===== src/rtl/flash_iap_map.vh =====
/*
 * Register offsets, field positions, reset values, codes and timing for the
 * in-application flash programming controller.
 * Assumes an 8-bit CPU data-memory port on the system clock.
 */
// Behaviour
// - write_enabled_flag is set only by hardware on unlock; software may only clear it
// - operation_select: 000 write, 001 erase, 011 read, 110 unlock; rest reserved
// - Erase is a 256-word block on smallest variant, else 32 or 64-word page
// - unlock_launch with operation_select 110 starts the write-enable procedure
// - write_go starts a flash write; hardware clears it on completion
// - read_go starts a one-word flash read; hardware clears it on completion
// - read_enable_bit high permits flash reads, low blocks them
// - Writing 55H to chip_reset_key resets the whole chip
// - buffer_clear_go starts write-buffer clear on variants other than 0; hardware clears it when done
// - Flash word address is high register bits above the low register byte
// - Unimplemented upper bits of address-high and buffer control read zero
// - Data word 0 holds the 16-bit flash word, low byte then high byte
// - Unlock pattern 00,04,0D,09,C3,40 into data words 1-3 within 300 us; the timer allows 9 sub-clock ticks, about 275 us
// - Timeout or wrong pattern leaves writing disabled; correct one sets the flag
// - CPU is halted while write_go or read_go is high
`ifndef FLASH_IAP_MAP_VH
`define FLASH_IAP_MAP_VH

// ==========================================================================
// Register offsets in the data-memory window
`define OFS_CTRL_MAIN 8'h67
`define OFS_RESET_KEY 8'h68
`define OFS_BUF_CTRL 8'h69
`define OFS_ADDR_LOW 8'h6A
`define OFS_ADDR_HIGH 8'h6B
`define OFS_DATA_BASE 8'h6C
`define OFS_DATA_LAST 8'h73

// ==========================================================================
// Control register fields
`define BIT_WEN_FLAG 7
`define BIT_OP_HI 6
`define BIT_OP_LO 4
`define BIT_UNLOCK 3
`define BIT_WRITE_GO 2
`define BIT_READ_EN 1
`define BIT_READ_GO 0
`define BIT_BUF_CLR 0
`define CTRL_MAIN_RESET 8'h70
`define OP_RESET 3'h7

// ==========================================================================
// Operation codes
`define OP_WRITE 3'h0
`define OP_ERASE 3'h1
`define OP_READ 3'h3
`define OP_UNLOCK 3'h6

// Flash port commands
`define CMD_WRITE 2'h0
`define CMD_ERASE 2'h1
`define CMD_READ 2'h2
`define CMD_BUFCLR 2'h3

// ==========================================================================
// Keys and unlock pattern
`define CHIP_RESET_KEY 8'h55
`define PAT0 8'h00
`define PAT1 8'h04
`define PAT2 8'h0D
`define PAT3 8'h09
`define PAT4 8'hC3
`define PAT5 8'h40
`define PAT_LAST 3'h5
`define PAT_FIRST_IDX 3'h2

// ==========================================================================
// Timing
`define CLK_HZ 200000000
`define SUB_CLK_HZ 32768
`define UNLOCK_TIMEOUT_US 300
`define SUB_DIV_CYCLES (`CLK_HZ / `SUB_CLK_HZ)
`define UNLOCK_SUB_TICKS ((`UNLOCK_TIMEOUT_US * `SUB_CLK_HZ) / 1000000)

`endif


===== src/rtl/unlock_timer.v =====
/*
 * Unlock window timer: derives a sub-clock enable from the system clock and
 * counts sub-clock ticks until the window overflows.
 * Assumes start and stop are single-cycle pulses on the same clock.
 */
module unlock_timer #(
    parameter SUB_DIV = 6103,
    parameter TICKS = 9
) (
    input wire clk_i,
    input wire rst_i,
    input wire start_i,
    input wire stop_i,
    output reg expired_o
);

// ==========================================================================
// Sub-clock divider and tick counter
reg [15:0] div_reg;
reg [7:0] tick_reg;
reg run_reg;
wire sub_tick;

assign sub_tick = run_reg && (div_reg == SUB_DIV[15:0] - 16'h0001);

always @(posedge clk_i or posedge rst_i) begin
    if (rst_i) begin
        div_reg <= 16'h0000;
        tick_reg <= 8'h00;
        run_reg <= 1'b0;
        expired_o <= 1'b0;
    end else begin
        expired_o <= 1'b0;
        if (start_i) begin
            // Restart wins so a fresh attempt always gets the full window
            div_reg <= 16'h0000;
            tick_reg <= 8'h00;
            run_reg <= 1'b1;
        end else if (stop_i) begin
            run_reg <= 1'b0;
        end else if (run_reg) begin
            div_reg <= sub_tick ? 16'h0000 : div_reg + 16'h0001;
            if (sub_tick) begin
                tick_reg <= tick_reg + 8'h01;
                if (tick_reg == TICKS[7:0] - 8'h01) begin
                    run_reg <= 1'b0;
                    expired_o <= 1'b1;
                end
            end
        end
    end
end

endmodule // unlock_timer


===== src/rtl/flash_iap_control.v =====
/*
 * In-application flash programming controller: control, key, buffer,
 * address and data registers, unlock procedure and flash command sequencing.
 * Assumes the CPU register port and the flash array run on clk_i, and the
 * flash array answers each request with a one-cycle done pulse.
 */
`include "flash_iap_map.vh"

module flash_iap_control #(
    parameter VARIANT = 0,
    parameter SUB_DIV = `SUB_DIV_CYCLES,
    parameter UNLOCK_TICKS = `UNLOCK_SUB_TICKS
) (
    input wire clk_i,
    input wire rst_i,
    input wire [7:0] reg_addr_i,
    input wire reg_wr_i,
    input wire [7:0] reg_wdata_i,
    input wire reg_rd_i,
    output reg [7:0] reg_rdata_o,
    output reg flash_req_o,
    output reg [1:0] flash_cmd_o,
    output reg [13:0] flash_addr_o,
    output reg [63:0] flash_wdata_o,
    input wire [15:0] flash_rdata_i,
    input wire flash_done_i,
    output reg cpu_halt_o,
    output reg chip_reset_o,
    output reg write_enabled_o
);

localparam ST_IDLE = 2'd0;
localparam ST_UNLOCK = 2'd1;
localparam ST_BUSY = 2'd2;

// ==========================================================================
// Helper functions
function [5:0] high_mask;
    input integer v;
    begin
        case (v)
            0: high_mask = 6'h0F;
            1: high_mask = 6'h1F;
            default: high_mask = 6'h3F;
        endcase
    end
endfunction

function [7:0] pattern_byte;
    input [2:0] seq;
    begin
        case (seq)
            3'h0: pattern_byte = `PAT0;
            3'h1: pattern_byte = `PAT1;
            3'h2: pattern_byte = `PAT2;
            3'h3: pattern_byte = `PAT3;
            3'h4: pattern_byte = `PAT4;
            default: pattern_byte = `PAT5;
        endcase
    end
endfunction

// Block or page base: low word bits are don't-care for erase
function [13:0] erase_base;
    input [13:0] a;
    input integer v;
    begin
        case (v)
            0: erase_base = {a[13:8], 8'h00};
            1: erase_base = {a[13:5], 5'h00};
            default: erase_base = {a[13:6], 6'h00};
        endcase
    end
endfunction

// ==========================================================================
// Register storage
reg wen_flag_reg;
reg [2:0] op_reg;
reg unlock_reg;
reg write_go_reg;
reg read_en_reg;
reg read_go_reg;
reg buf_clr_reg;
reg [6:0] key_reg;
reg [7:0] addr_low_reg;
reg [5:0] addr_high_reg;
reg [7:0] data_reg [0:7];
reg [1:0] state_reg;
reg [1:0] cmd_reg;
reg [2:0] seq_reg;
integer i;

wire wr_ctrl = reg_wr_i && (reg_addr_i == `OFS_CTRL_MAIN);
wire wr_key = reg_wr_i && (reg_addr_i == `OFS_RESET_KEY);
wire wr_buf = reg_wr_i && (reg_addr_i == `OFS_BUF_CTRL) && (VARIANT != 0);
wire wr_alo = reg_wr_i && (reg_addr_i == `OFS_ADDR_LOW);
wire wr_ahi = reg_wr_i && (reg_addr_i == `OFS_ADDR_HIGH);
wire wr_data = reg_wr_i && (reg_addr_i >= `OFS_DATA_BASE) && (reg_addr_i <= `OFS_DATA_LAST);
wire [7:0] data_ofs = reg_addr_i - `OFS_DATA_BASE;
wire [2:0] data_idx = data_ofs[2:0];

wire [13:0] word_addr = {addr_high_reg & high_mask(VARIANT), addr_low_reg};

// ==========================================================================
// Request arbitration in idle
wire idle = (state_reg == ST_IDLE);
wire op_is_prog = (op_reg == `OP_WRITE) || (op_reg == `OP_ERASE);
wire bufclr_start = idle && buf_clr_reg;
wire write_req = idle && write_go_reg && !buf_clr_reg;
wire write_start = write_req && op_is_prog && wen_flag_reg;
wire write_reject = write_req && !(op_is_prog && wen_flag_reg);
wire read_req = idle && read_go_reg && !write_go_reg && !buf_clr_reg;
wire read_start = read_req && (op_reg == `OP_READ) && read_en_reg;
wire read_reject = read_req && !((op_reg == `OP_READ) && read_en_reg);
wire unlock_start = idle && unlock_reg && (op_reg == `OP_UNLOCK) &&
    !buf_clr_reg && !write_go_reg && !read_go_reg;
wire done_now = (state_reg == ST_BUSY) && flash_done_i;

// ==========================================================================
// Unlock pattern tracking
wire in_unlock = (state_reg == ST_UNLOCK);
wire timer_expired;
wire pat_write = in_unlock && wr_data && (data_idx >= `PAT_FIRST_IDX);
wire pat_hit = pat_write && (data_idx == seq_reg + `PAT_FIRST_IDX) &&
    (reg_wdata_i == pattern_byte(seq_reg));
wire unlock_ok = pat_hit && (seq_reg == `PAT_LAST) && !timer_expired;
wire unlock_fail = in_unlock && (timer_expired || (pat_write && !pat_hit));

unlock_timer #(
    .SUB_DIV(SUB_DIV),
    .TICKS(UNLOCK_TICKS)
) u_timer (
    .clk_i(clk_i),
    .rst_i(rst_i),
    .start_i(unlock_start),
    .stop_i(unlock_ok || unlock_fail),
    .expired_o(timer_expired)
);

// ==========================================================================
// Next values of the hardware-cleared and hardware-set bits
wire clr_write = write_reject || (done_now && (cmd_reg == `CMD_WRITE || cmd_reg == `CMD_ERASE));
wire clr_read = read_reject || (done_now && (cmd_reg == `CMD_READ));
wire clr_buf = done_now && (cmd_reg == `CMD_BUFCLR);
// Software write of one to a go bit beats the hardware clear in the same cycle
wire write_go_next = (write_go_reg && !clr_write) || (wr_ctrl && reg_wdata_i[`BIT_WRITE_GO]);
wire read_go_next = (read_go_reg && !clr_read) || (wr_ctrl && reg_wdata_i[`BIT_READ_GO]);
// Hardware set wins over a software clear in the same cycle
wire wen_next = unlock_ok ||
    (wen_flag_reg && !(wr_ctrl && !reg_wdata_i[`BIT_WEN_FLAG]));

// ==========================================================================
// Control and data registers
always @(posedge clk_i or posedge rst_i) begin
    if (rst_i) begin
        wen_flag_reg <= 1'b0;
        op_reg <= `OP_RESET;
        unlock_reg <= 1'b0;
        write_go_reg <= 1'b0;
        read_en_reg <= 1'b0;
        read_go_reg <= 1'b0;
        buf_clr_reg <= 1'b0;
        key_reg <= 7'h00;
        addr_low_reg <= 8'h00;
        addr_high_reg <= 6'h00;
        for (i = 0; i < 8; i = i + 1) begin
            data_reg[i] <= 8'h00;
        end
        cpu_halt_o <= 1'b0;
        chip_reset_o <= 1'b0;
        write_enabled_o <= 1'b0;
    end else begin
        wen_flag_reg <= wen_next;
        write_enabled_o <= wen_next;
        write_go_reg <= write_go_next;
        read_go_reg <= read_go_next;
        cpu_halt_o <= write_go_next || read_go_next;
        chip_reset_o <= wr_key && (reg_wdata_i == `CHIP_RESET_KEY);
        if (wr_ctrl) begin
            op_reg <= reg_wdata_i[`BIT_OP_HI:`BIT_OP_LO];
            read_en_reg <= reg_wdata_i[`BIT_READ_EN];
        end
        // Launch bit is consumed by each attempt so a stale one cannot relaunch
        if (wr_ctrl) begin
            unlock_reg <= reg_wdata_i[`BIT_UNLOCK];
        end else if (unlock_ok || unlock_fail) begin
            unlock_reg <= 1'b0;
        end
        if (wr_buf && reg_wdata_i[`BIT_BUF_CLR]) begin
            buf_clr_reg <= 1'b1;
        end else if (clr_buf) begin
            buf_clr_reg <= 1'b0;
        end
        if (wr_key) begin
            key_reg <= reg_wdata_i[6:0];
        end
        if (wr_alo) begin
            addr_low_reg <= reg_wdata_i;
        end
        if (wr_ahi) begin
            addr_high_reg <= reg_wdata_i[5:0] & high_mask(VARIANT);
        end
        // CPU is halted during a read, so the flash result cannot collide
        if (done_now && (cmd_reg == `CMD_READ)) begin
            data_reg[0] <= flash_rdata_i[7:0];
            data_reg[1] <= flash_rdata_i[15:8];
        end else if (wr_data) begin
            data_reg[data_idx] <= reg_wdata_i;
        end
    end
end

// ==========================================================================
// Sequencer
always @(posedge clk_i or posedge rst_i) begin
    if (rst_i) begin
        state_reg <= ST_IDLE;
        cmd_reg <= `CMD_WRITE;
        seq_reg <= 3'h0;
        flash_req_o <= 1'b0;
        flash_cmd_o <= `CMD_WRITE;
        flash_addr_o <= 14'h0000;
        flash_wdata_o <= 64'h0000000000000000;
    end else begin
        flash_req_o <= 1'b0;
        case (state_reg)
            ST_IDLE: begin
                if (bufclr_start) begin
                    cmd_reg <= `CMD_BUFCLR;
                    flash_cmd_o <= `CMD_BUFCLR;
                    flash_req_o <= 1'b1;
                    state_reg <= ST_BUSY;
                end else if (write_start) begin
                    cmd_reg <= (op_reg == `OP_ERASE) ? `CMD_ERASE : `CMD_WRITE;
                    flash_cmd_o <= (op_reg == `OP_ERASE) ? `CMD_ERASE : `CMD_WRITE;
                    flash_addr_o <= (op_reg == `OP_ERASE) ?
                        erase_base(word_addr, VARIANT) : word_addr;
                    flash_wdata_o <= {data_reg[7], data_reg[6], data_reg[5], data_reg[4],
                        data_reg[3], data_reg[2], data_reg[1], data_reg[0]};
                    flash_req_o <= 1'b1;
                    state_reg <= ST_BUSY;
                end else if (read_start) begin
                    cmd_reg <= `CMD_READ;
                    flash_cmd_o <= `CMD_READ;
                    flash_addr_o <= word_addr;
                    flash_req_o <= 1'b1;
                    state_reg <= ST_BUSY;
                end else if (unlock_start) begin
                    seq_reg <= 3'h0;
                    state_reg <= ST_UNLOCK;
                end
            end
            ST_UNLOCK: begin
                if (unlock_ok || unlock_fail) begin
                    state_reg <= ST_IDLE;
                end else if (pat_hit) begin
                    seq_reg <= seq_reg + 3'h1;
                end
            end
            ST_BUSY: begin
                if (flash_done_i) begin
                    state_reg <= ST_IDLE;
                end
            end
            default: begin
                state_reg <= ST_IDLE;
            end
        endcase
    end
end

// ==========================================================================
// Read data, one cycle after the read strobe
reg [7:0] rd_mux;

always @* begin
    rd_mux = 8'h00;
    case (reg_addr_i)
        `OFS_CTRL_MAIN: rd_mux = {wen_flag_reg, op_reg, unlock_reg, write_go_reg,
            read_en_reg, read_go_reg};
        `OFS_RESET_KEY: rd_mux = {1'b0, key_reg};
        `OFS_BUF_CTRL: rd_mux = {7'h00, buf_clr_reg};
        `OFS_ADDR_LOW: rd_mux = addr_low_reg;
        `OFS_ADDR_HIGH: rd_mux = {2'h0, addr_high_reg};
        default: begin
            if (reg_addr_i >= `OFS_DATA_BASE && reg_addr_i <= `OFS_DATA_LAST) begin
                rd_mux = data_reg[data_idx];
            end
        end
    endcase
end

always @(posedge clk_i or posedge rst_i) begin
    if (rst_i) begin
        reg_rdata_o <= 8'h00;
    end else if (reg_rd_i) begin
        reg_rdata_o <= rd_mux;
    end
end

endmodule // flash_iap_control


===== config.mk =====
export PLATFORM = sky130hd
export DESIGN_NAME = flash_iap_control
export DESIGN_NICKNAME = d
export VERILOG_FILES = /design/src/rtl/unlock_timer.v /design/src/rtl/flash_iap_control.v
export VERILOG_INCLUDE_DIRS = /design/src /design/src/rtl
export SDC_FILE = /design/constraint.sdc
export NUM_CORES = 1
export LEC_CHECK = 0
export BUFFER_PORTS_ARGS = -buffer_cell sky130_fd_sc_hd__buf_4
export CORE_UTILIZATION = 50
export DETAILED_ROUTE_END_ITERATION = 16
export HOLD_SLACK_MARGIN = 0.1
export MAX_ROUTING_LAYER = met4
export PLACE_DENSITY = 0.75
export SYNTH_ARGS = -nofsm -noshare
export SYNTH_HDL_FRONTEND = slang
export SYNTH_SLANG_ARGS = --single-unit
export TNS_END_PERCENT = 10

===== constraint.sdc =====
create_clock -name clk_i -period 8.45 [get_ports clk_i]
set_clock_uncertainty 0.1 [all_clocks]
set_input_delay 0.845 -clock clk_i [delete_from_list [all_inputs] [get_ports clk_i]]
set_output_delay 0.845 -clock clk_i [all_outputs]
set_load 0.02 [all_outputs]

==> results.md, run 1 <==
* Status: finished clean
* Worst Setup EP: u_timer.div_reg[15]$_DFFE_PP0P_
* Gr ovfl total at 0
* Routed wire per std cell at around 19 um
* Hold_sp: flash_wdata_o[57]$_DFFE_PP0P_
* Sequential-to-total area share from yosys stat at 0.538
* Initial antenna violation count at 0
* Final Hold Fails at 0
* Synth Area in Compound Gates at 0.0866
* Worst slew pin tran at 0.956 ns
* DR DRC count at 0
* Max_cap viols at 0
* Tmin final at 3.58 ns
* First-pass GRT wire length at 40800 um
* Worst setup SP type: input pin
* Iter 0 DRT Violations at ~750
* Vias in the first global route at 7340
* Routability cong. at ~0.94
* Die height at 142 um
* Final setup fails at 0
* Synth Cell Area at roughly 9800 um2
* Total Routing Usage GR at 0.268
* Largest fanout on the critical path at 33
* Async S/R FF share, synth at 1.00
* Arr. time, crit path at about 4 ns
* Via Count at about 7600
* Drt first pass iters at 5
* Core Footprint at about 19000 um2
* ANT nets after route at 0
* CTS Root Cell: clkbuf_16
* Clk Latency, worst-skew pair at 0.52 ns
* Layout cell share with drive strength beyond 1 at 0.256
* IO Port Bufs at roughly 130
* Met2 usage at 0.381
* Most used routing layer: met1
* Post-synth EDFFs at 0
* Largest family of logic cells by synthesized area: simple AND/OR/NAND/NOR gates
* Cell variety after synth at 64
* NumNets Final at roughly 1100
* TritonCTS Sinks at about 210
* CTS tree: yes
* Placed Instances at about 1300
* Worst R2R Setup Slack at roughly 5.2 ns
* Top-area cell type share of the netlist area at 0.530
* Dpl hpwl at between 15000 and 20000 um
* Max rail drop VDD at approximately 0.00015 V
* Worst Reg-to-Reg Cells at 9
* RSZ-0062 raised after global routing: no
* Syn Inst Count at a little under 1000
* M3 GR Usage at 0.0400
* Reg clk slew, reported paths at ~0.06 ns
* Mux cell area share after synthesis at 0.128
* Adder-cell area share of the yosys netlist at 0.0115
* Design area at between 10000 and 15000 um2
* Max H-tree Level at 1
* Ports at ~130
* Power, Total at roughly 2.3 mW
* FP Rows at 50
* CTS buffer count at 22
* # hold bufs at CTS at 0
* Post-route insts no fill at between 1000 and 1500
* Initial Utilization at 0.518
* WP data required at 8.77 ns
* Post-CTS Resized at 0
* Area leader, netlist: dfrtp_1
* Postcts setup bufs at 0
* Power Dens Cells at about 190 nW/um2
* Via density at between 5 and 6
* Hold crit path type: reg -> reg
* Grt met1 use at 0.406
* Clock buffer depth at 3
* Synth top cells by count: nand2_1 (286), dfrtp_1 (208), mux2_2 (77)
* Largest net degree at the start of global routing at about 130
* Final Worst Setup Slack at ~5 ns
* Post-Route WL at between 20000 and 30000 um
* Post-synthesis simple-gate area fraction at 0.196
* Diode count at 0
* Post-Place Setup Slack at between 4 and 5 ns
* Final worst path period share at 0.424
* Dpl cell area at ~11000 um2
* Fmax at 279 MHz
* Die area at a little over 20000 um2
* RR Startpoint: seq_reg[1]$_DFFE_PP0P_
* Leak Pwr at between 5 and 6 nW
* Slew Viols, Final at 0
* Area Growth Syn to Fin at 19.2%
* Ys Warns at 0
* Most frequent cell after synthesis: nand2_1
* Worst rel slew slack at 0.363
* Setup CP Type: in -> reg
* Setup crit start: reg_addr_i[2]
* Register bit total from synthesis at between 200 and 250
* Mean post-synth cell area at just over 10 um2
* FF-to-FF End: u_timer.div_reg[15]$_DFFE_PP0P_
* CP Capture Type: flop
* Area contributors post-synth: dfrtp_1 (53%), nand2_1 (11%), mux2_2 (8.8%), o21ai_0 (2.3%), mux2i_1 (2.1%)
* Synth Flop Type: dfrtp_1
* DIE WIDTH at approximately 140 um
* Synth Area in XOR/XNOR at 0.0116
* Fin Setup TNS at 0 ns
layout make-up:
cell class | instances | area, um2
inverters | 11 | 48.8
well taps | 260 | 325
fillers | 1569 | 7240
multi-input cells | 684 | 4280
flip-flops and latches | 211 | 5280
clock inverters | 11 | 191
repair buffers | 130 | 976
clock buffers | 28 | 603
layer usage:
layer | vias to the layer above | share of wire
met5 | - | 0
met4 | 0 | 0.015
met3 | 34 | 0.080
met2 | 313 | 0.44
met1 | 3765 | 0.47
li1 | 3522 | -
logic make-up (layout without fill, tap and decap cells):
group,after synthesis,in the layout
and+or+nand+nor,427,427
DFF,211,211
AOI/OAI and AO/OA,127,127
muxes,106,106
buffers and inverters,67,180
xor gates and xnor gates,13,13
adders and majority gates,9,9
other,1,2
critical path: stages:
cell	delay [ns]
buf_4	0.24
or3b_2	0.50
a21oi_1	0.62
nand4_1	0.40
o211ai_2	0.56
nand2b_1	0.44
a21oi_1	0.29
how the worst min path moves through the flow:
| stage | endpoint | slack, ns | cells past startpoint |
|---|---|---|---|
| after detailed placement | flash_wdata_o[25]$_DFFE_PP0P_ | 0.36 | 2 |
| after global routing | flash_wdata_o[33]$_DFFE_PP0P_ | 0.39 | 2 |
| after floorplan | flash_wdata_o[47]$_DFFE_PP0P_ | 0.35 | 2 |
| final | flash_wdata_o[57]$_DFFE_PP0P_ | 0.37 | 2 |
| after global placement | flash_wdata_o[43]$_DFFE_PP0P_ | 0.36 | 2 |
| after CTS | flash_wdata_o[56]$_DFFE_PP0P_ | 0.38 | 2 |
per-stage QoR:
step / util / hold WS, ns
floorplan: - / 0.347
global placement: 0.576 / 0.361
detailed placement: 0.576 / 0.363
CTS: 0.618 / 0.379
global route: 0.618 / 0.394
finish: 0.618 / 0.371
power breakdown:
group / switching [mW] / internal (mW)
Sequential: 0.0339 / 1.04
Clock: 0.397 / 0.658
Combinational: 0.0743 / 0.0519
Total: 0.505 / 1.75
placed cells by master, fill, tap and decap left out, types with 4 or more instances in the layout:
cell type  Yosys  routed
xnor2_1        9       9
clkbuf_16      0      22
a211oi_1       5       5
nor2_1        28      28
or4_1         10      10
mux2i_1       21      21
o21ai_0       45      45
a21oi_1       21      21
buf_4          4     130
o22ai_1        4       4
xor2_1         4       4
nor3_1        14      13
nand4_1        9       9
inv_1         11      10
o31ai_1        8       8
clkinv_2       0       5
a22oi_1        9       9
dfrtp_1      208     208
and3_1        11      10
a41oi_1        4       4
nor2b_1        7       7
ha_1           9       9
nand2_1      286     286
nand3_1       15      14
nand2b_1       8       8
or3_1          7       7
nor4b_1        4       4
a31oi_1        6       5
mux4_2         8       8
mux2_2        77      77
nor4_1         6       6
bufinv_16      0       5
(Power assumes the default switching activity.)
==> run 2, diff against run 1 <==
- clock period: 8.45 -> 3.7 ns (I/O delays scaled with it)
==> results.md, run 2 (synthesis gave the netlist of run 1 again) <==
* Worst path cell trace: ha_1, ha_1, nor2b_1, or4_1, o311ai_2, nor4_4, o211ai_2, nand2b_1, a21oi_1
* Largest fanout on the critical path at 14
* Max rail drop VDD at around 0.0003 V
* WP data required at roughly 4 ns
* Vias in the first global route at between 7000 and 8000
* Worst Setup EP: u_timer.div_reg[12]$_DFFE_PP0P_
* Status: finished clean
* Final Worst Setup Slack at 0.462 ns
* CTS Root Cell: clkbuf_16
* Tmin final at 3.24 ns
* Initial Utilization at 0.518
* Via Count at 7810
* Layout cell share with drive strength beyond 1 at 0.251
* Clock buffer depth at 3
* Initial antenna violation count at 0
* CTS buffer count at 22
* Leak Pwr at between 5 and 6 nW
* CP Capture Type: flop
* Hold crit path type: in -> reg
* Largest net degree at the start of global routing at a little over 100
* First-pass GRT wire length at just over 40000 um
* Post-Route WL at approximately 26000 um
* Diode count at 0
* Fmax at ~310 MHz
* NumNets Final at approximately 1100
* Worst R2R Setup Slack at between 0.4 and 0.5 ns
* Die area at roughly 20000 um2
* Routability cong. at between 0.8 and 0.9
* Area Growth Syn to Fin at 21.0%
* Post-CTS Resized at 0
* Die height at ~140 um
* RR Startpoint: seq_reg[1]$_DFFE_PP0P_
* Final Hold Fails at 0
* Slew Viols, Final at 0
* Max_cap viols at 0
* Ports at between 100 and 150
* Commonest non-fill, non-tap cell in the layout: nand2_1
* DR DRC count at 0
* Placed Instances at 1301
* CP max stage cell: or4_1
* FP Rows at 50
* Stages on the worst setup path at 9
* Total Routing Usage GR at 0.269
* ANT nets after route at 0
* Worst rel slew slack at 0.343
* Final worst path period share at 0.875
* CTS tree: yes
* Iter 0 DRT Violations at 790
* Setup CP Type: reg -> reg
* CP top delay family: simple AND/OR/NAND/NOR gates
* Worst setup SP type: flop
* RSZ-0062 raised after global routing: no
* TritonCTS Sinks at around 210
* Critical Path Most Common Cell: ha_1
* Drt first pass iters at 7
* Arr. time, crit path at about 3.6 ns
* Reg clk slew, reported paths at 0.06 ns
* Worst slew pin tran at roughly 0.98 ns
* FF-to-FF End: u_timer.div_reg[12]$_DFFE_PP0P_
* Final setup fails at 0
* Post-Place Setup Slack at 0.476 ns
* Dpl hpwl at between 15000 and 20000 um
* Most frequent cells in the layout: nand2_1 (286), dfrtp_1 (208), buf_4 (133), mux2_2 (77), o21ai_0 (45)
* Max H-tree Level at 1
* Fin Setup TNS at 0 ns
* Gr ovfl total at 0
* Worst Reg-to-Reg Cells at 9
* Via density at between 5 and 6
* Post-route insts no fill at between 1000 and 1500
* Routed wire per std cell at about 19 um
* Power Dens Cells at about 410 nW/um2
* Clk Latency, worst-skew pair at approximately 0.5 ns
* IO Port Bufs at approximately 130
* Core Footprint at 19000 um2
* Slowest cell delay on critical path at between 0.5 and 0.6 ns
* DIE WIDTH at approximately 140 um
* Setup crit start: seq_reg[1]$_DFFE_PP0P_
* Crit path buf inv count at 0
[run 2: cell types whose count changed in the layout (fill, tap and decap cells not counted), sizes merged]
| cell | delta |
|---|---|
| clkinvlp | +2 |
| bufinv | -4 |
| inv | -1 |
| dlygate4sd3 | +22 |
| clkinv | -1 |
| buf | +5 |
| clkbuf | +3 |
[run 2: worst min path at each step]
| stage | start | end | slack (ns) | depth (start not counted) |
|---|---|---|---|---|
| finish | reg_wdata_i[1] | read_en_reg$_DFFE_PP0P_ | 0.14 | 3 |
| global route | reg_wdata_i[3] | unlock_reg$_DFFE_PP0P_ | 0.15 | 3 |
| CTS | reg_wdata_i[1] | read_en_reg$_DFFE_PP0P_ | 0.11 | 3 |
| detailed placement | flash_wdata_o[42]$_DFFE_PP0P_ | flash_wdata_o[42]$_DFFE_PP0P_ | 0.36 | 2 |
| global placement | flash_wdata_o[29]$_DFFE_PP0P_ | flash_wdata_o[29]$_DFFE_PP0P_ | 0.36 | 2 |
| floorplan | data_reg[23]$_DFFE_PP0P_ | flash_wdata_o[47]$_DFFE_PP0P_ | 0.35 | 2 |
[run 2: what timing repair did]
action | 4_1_cts | 5_1_grt
buffers inserted | 0 | 0
hold buffers | 22 | 0
endpoints found under the hold margin | 56 | 0
[run 2: where the power goes]
part,internal (mW),switching (mW)
Clock,1.23,0.887
Combinational,0.137,0.171
Sequential,2.38,0.0762
[run 2: cell type report]
| cell class | count | area, um2 |
|---|---|---|
| well taps | 260 | 325 |
| clock inverters | 7 | 73.8 |
| clock buffers | 31 | 614 |
| inverters | 11 | 45.0 |
| flip-flops and latches | 211 | 5280 |
| multi-input cells | 684 | 4280 |
| fillers | 1520 | 7070 |
| repair buffers | 157 | 1260 |
[run 2: metal layers]
metal  GRT usage  wire [um]
met2       0.384      11200
met1       0.398      11900
met5           -          0
met4      0.0781        631
met3      0.0400       1880
[run 2: through the flow]
stage	utilization	hold slack, ns	total power [mW]	area [um2]
after floorplan	-	0.347	2.65	9830
after global placement	0.579	0.362	2.77	11000
after detailed placement	0.579	0.364	2.78	11000
after CTS	0.627	0.107	4.91	11900
after global routing	0.627	0.148	5.04	11900
final	0.627	0.136	4.88	11900
[run 2: tightest hold or removal path: stages]
cell and delay [ns]:
buf_4 0.19, nand2_1 0.08, nand2_1 0.05
==> run 3, diff against run 2 <==
- CTS_CLUSTER_SIZE: unset -> 30
- PLACE_DENSITY: 0.75 -> 0.71
- clock period: 3.7 -> 3.8 ns (I/O delays scaled with it)
==> results.md, run 3 (synthesis gave the netlist of run 1 again) <==
* Die height at 142 um
* Crit path buf inv count at 0
* Setup crit start: seq_reg[0]$_DFFE_PP0P_
* Final core occ at 0.633
* Final Worst Setup Slack at 0.484 ns
* Routability cong. at 0.947
* Reg clk slew, reported paths at approximately 0.06 ns
* Total Routing Usage GR at 0.276
* Slew Viols, Final at 0
* CTS Root Cell: clkbuf_16
* CP top delay family: simple AND/OR/NAND/NOR gates
* CP max stage cell: or4_1
* First-pass GRT wire length at 41500 um
* FF-to-FF End: u_timer.div_reg[12]$_DFFE_PP0P_
* Ports at between 100 and 150
* Fmax at between 300 and 400 MHz
* Power Dens Cells at 420 nW/um2
* Core Footprint at between 15000 and 20000 um2
* Register share of total power at 0.475
* Net Sw Frac at 0.230
* Status: finished clean
* Drt first pass iters at 5
* Worst setup SP type: flop
* Max_cap viols at 0
* Worst Reg-to-Reg Cells at 9
* Final Hold Fails at 0
* Pint at 3.88 mW
* FP Rows at 50
* M3 GR Usage at 0.0468
* Clk pwr share at 0.465
* Largest fanout on the critical path at 14
* Final setup fails at 0
* Initial antenna violation count at 1
* Clk Latency, worst-skew pair at 0.52 ns
* Final worst path period share at 0.873
* Worst rel slew slack at 0.404
* Critical Path Most Common Cell: ha_1
* Fin Setup TNS at 0 ns
* DR DRC count at 0
* Dpl cell area at 11000 um2
* Dpl hpwl at 17600 um
* Worst slew pin tran at 0.889 ns
* Leak Pwr at between 5 and 6 nW
* CP Capture Type: flop
* Worst path cell trace: ha_1, ha_1, nor2b_1, or4_1, o311ai_2, nor4_4, o211ai_2, nand2b_1, a21oi_1
* Layout cell share with drive strength beyond 1 at 0.253
* Commonest non-fill, non-tap cell in the layout: nand2_1
* Gr ovfl total at 0
* Vias in the first global route at 7448
* IO Port Bufs at around 130
* Arr. time, crit path at roughly 3.6 ns
* Slowest cell delay on critical path at between 0.5 and 0.6 ns
* Initial Utilization at 0.518
* Post-Route WL at roughly 26000 um
* Design area at roughly 12000 um2
* Psw at around 1.2 mW
* Tmin final at 3.32 ns
* Via density at approximately 5.7
* CTS tree: yes
* Die area at 20200 um2
* Hold crit path type: in -> reg
* Largest net degree at the start of global routing at ~120
* Stages on the worst setup path at 9
* Via Count at 7750
* Max rail drop VDD at 0.000401 V
* Postcts setup bufs at 0
* Worst Setup EP: u_timer.div_reg[12]$_DFFE_PP0P_
* Most frequent cells in the layout: nand2_1 (286), dfrtp_1 (208), buf_4 (134), mux2_2 (77), o21ai_0 (45)
* Clock buffer depth at 3
* TritonCTS Sinks at approximately 210
* ANT nets after route at 0
* Routed wire per std cell at approximately 19 um
* CTS buffer count at 23
* Worst R2R Setup Slack at about 0.48 ns
* Post-Place Setup Slack at about 0.56 ns
* NumNets Final at around 1100
* Most used routing layer: met2
* Max H-tree Level at 1
* DIE WIDTH at around 140 um
* WP data required at ~4.1 ns
* Area Growth Syn to Fin at 22.0%
* RSZ-0062 raised after global routing: no
* Iter 0 DRT Violations at a little over 600
* Grt met1 use at 0.398
* Logic pwr share at 0.060
* RR Startpoint: seq_reg[0]$_DFFE_PP0P_
* Power, Total at around 5.0 mW
* Met2 usage at 0.404
* Setup CP Type: reg -> reg
-- run 3: cell types whose count changed in the layout (fill, tap and decap cells not counted) --
cell	change
clkinv_2	-3
buf_4	+1
clkinv_8	-1
inv_6	+2
clkbuf_8	-1
clkbuf_16	+1
bufinv_16	+3
diode_2	+1
clkinv_4	+1
-- run 3: per-layer routing --
layer / wire length, um / vias up
li1: - / 3589
met1: 12100 / 3830
met2: 11700 / 294
met3: 1960 / 37
met4: 510 / 0
met5: 0 / -
-- run 3: power groups by stage --
stage,registers [mW],logic [mW],clock network [mW]
5_1_grt,2.40,0.330,2.45
2_1_floorplan,2.40,0.181,0
6_report,2.39,0.302,2.34
4_1_cts,2.39,0.302,2.37
3_3_place_gp,2.43,0.277,0
3_5_place_dp,2.43,0.282,0
-- run 3: final cells by class --
cell class / count / area (um2)
fillers: 1542 / 6960
multi-input cells: 684 / 4280
well taps: 260 / 325
diodes: 1 / 2.50
clock inverters: 9 / 159
clock buffers: 31 / 626
flip-flops and latches: 211 / 5280
repair buffers: 158 / 1270
inverters: 11 / 45.0
-- run 3: repair_timing --
action,in CTS,in global routing
endpoints found under the hold margin,232,0
hold buffers,22,0
gates resized for setup,0,0
-- run 3: worst min-delay path by stage --
stage	from	end	slack, ns	depth (start not counted)
finish	reg_wdata_i[0]	chip_reset_o$_DFF_PP0_	0.14	3
global route	reg_wdata_i[2]	write_go_reg$_DFF_PP0_	0.15	3
CTS	reg_wdata_i[0]	chip_reset_o$_DFF_PP0_	0.13	3
detailed placement	flash_wdata_o[3]$_DFFE_PP0P_	flash_wdata_o[3]$_DFFE_PP0P_	0.36	2
global placement	flash_wdata_o[40]$_DFFE_PP0P_	flash_wdata_o[40]$_DFFE_PP0P_	0.36	2
floorplan	data_reg[23]$_DFFE_PP0P_	flash_wdata_o[47]$_DFFE_PP0P_	0.35	2
-- run 3: metrics by stage --
stage                     std cells  hold WS, ns
after floorplan                 962        0.347
final                          1365        0.144
after global routing           1365        0.147
after CTS                      1364        0.125
after detailed placement       1302        0.365
after global placement         1302        0.363
-- run 3: worst register-to-register path: cells and delay by family, from the launching register on --
kind,cells,cell delay (ns)
AOI/OAI and AO/OA,3,0.90
DFF,1,0.45
and+or+nand+nor,4,1.32
adders and majority gates,2,0.46
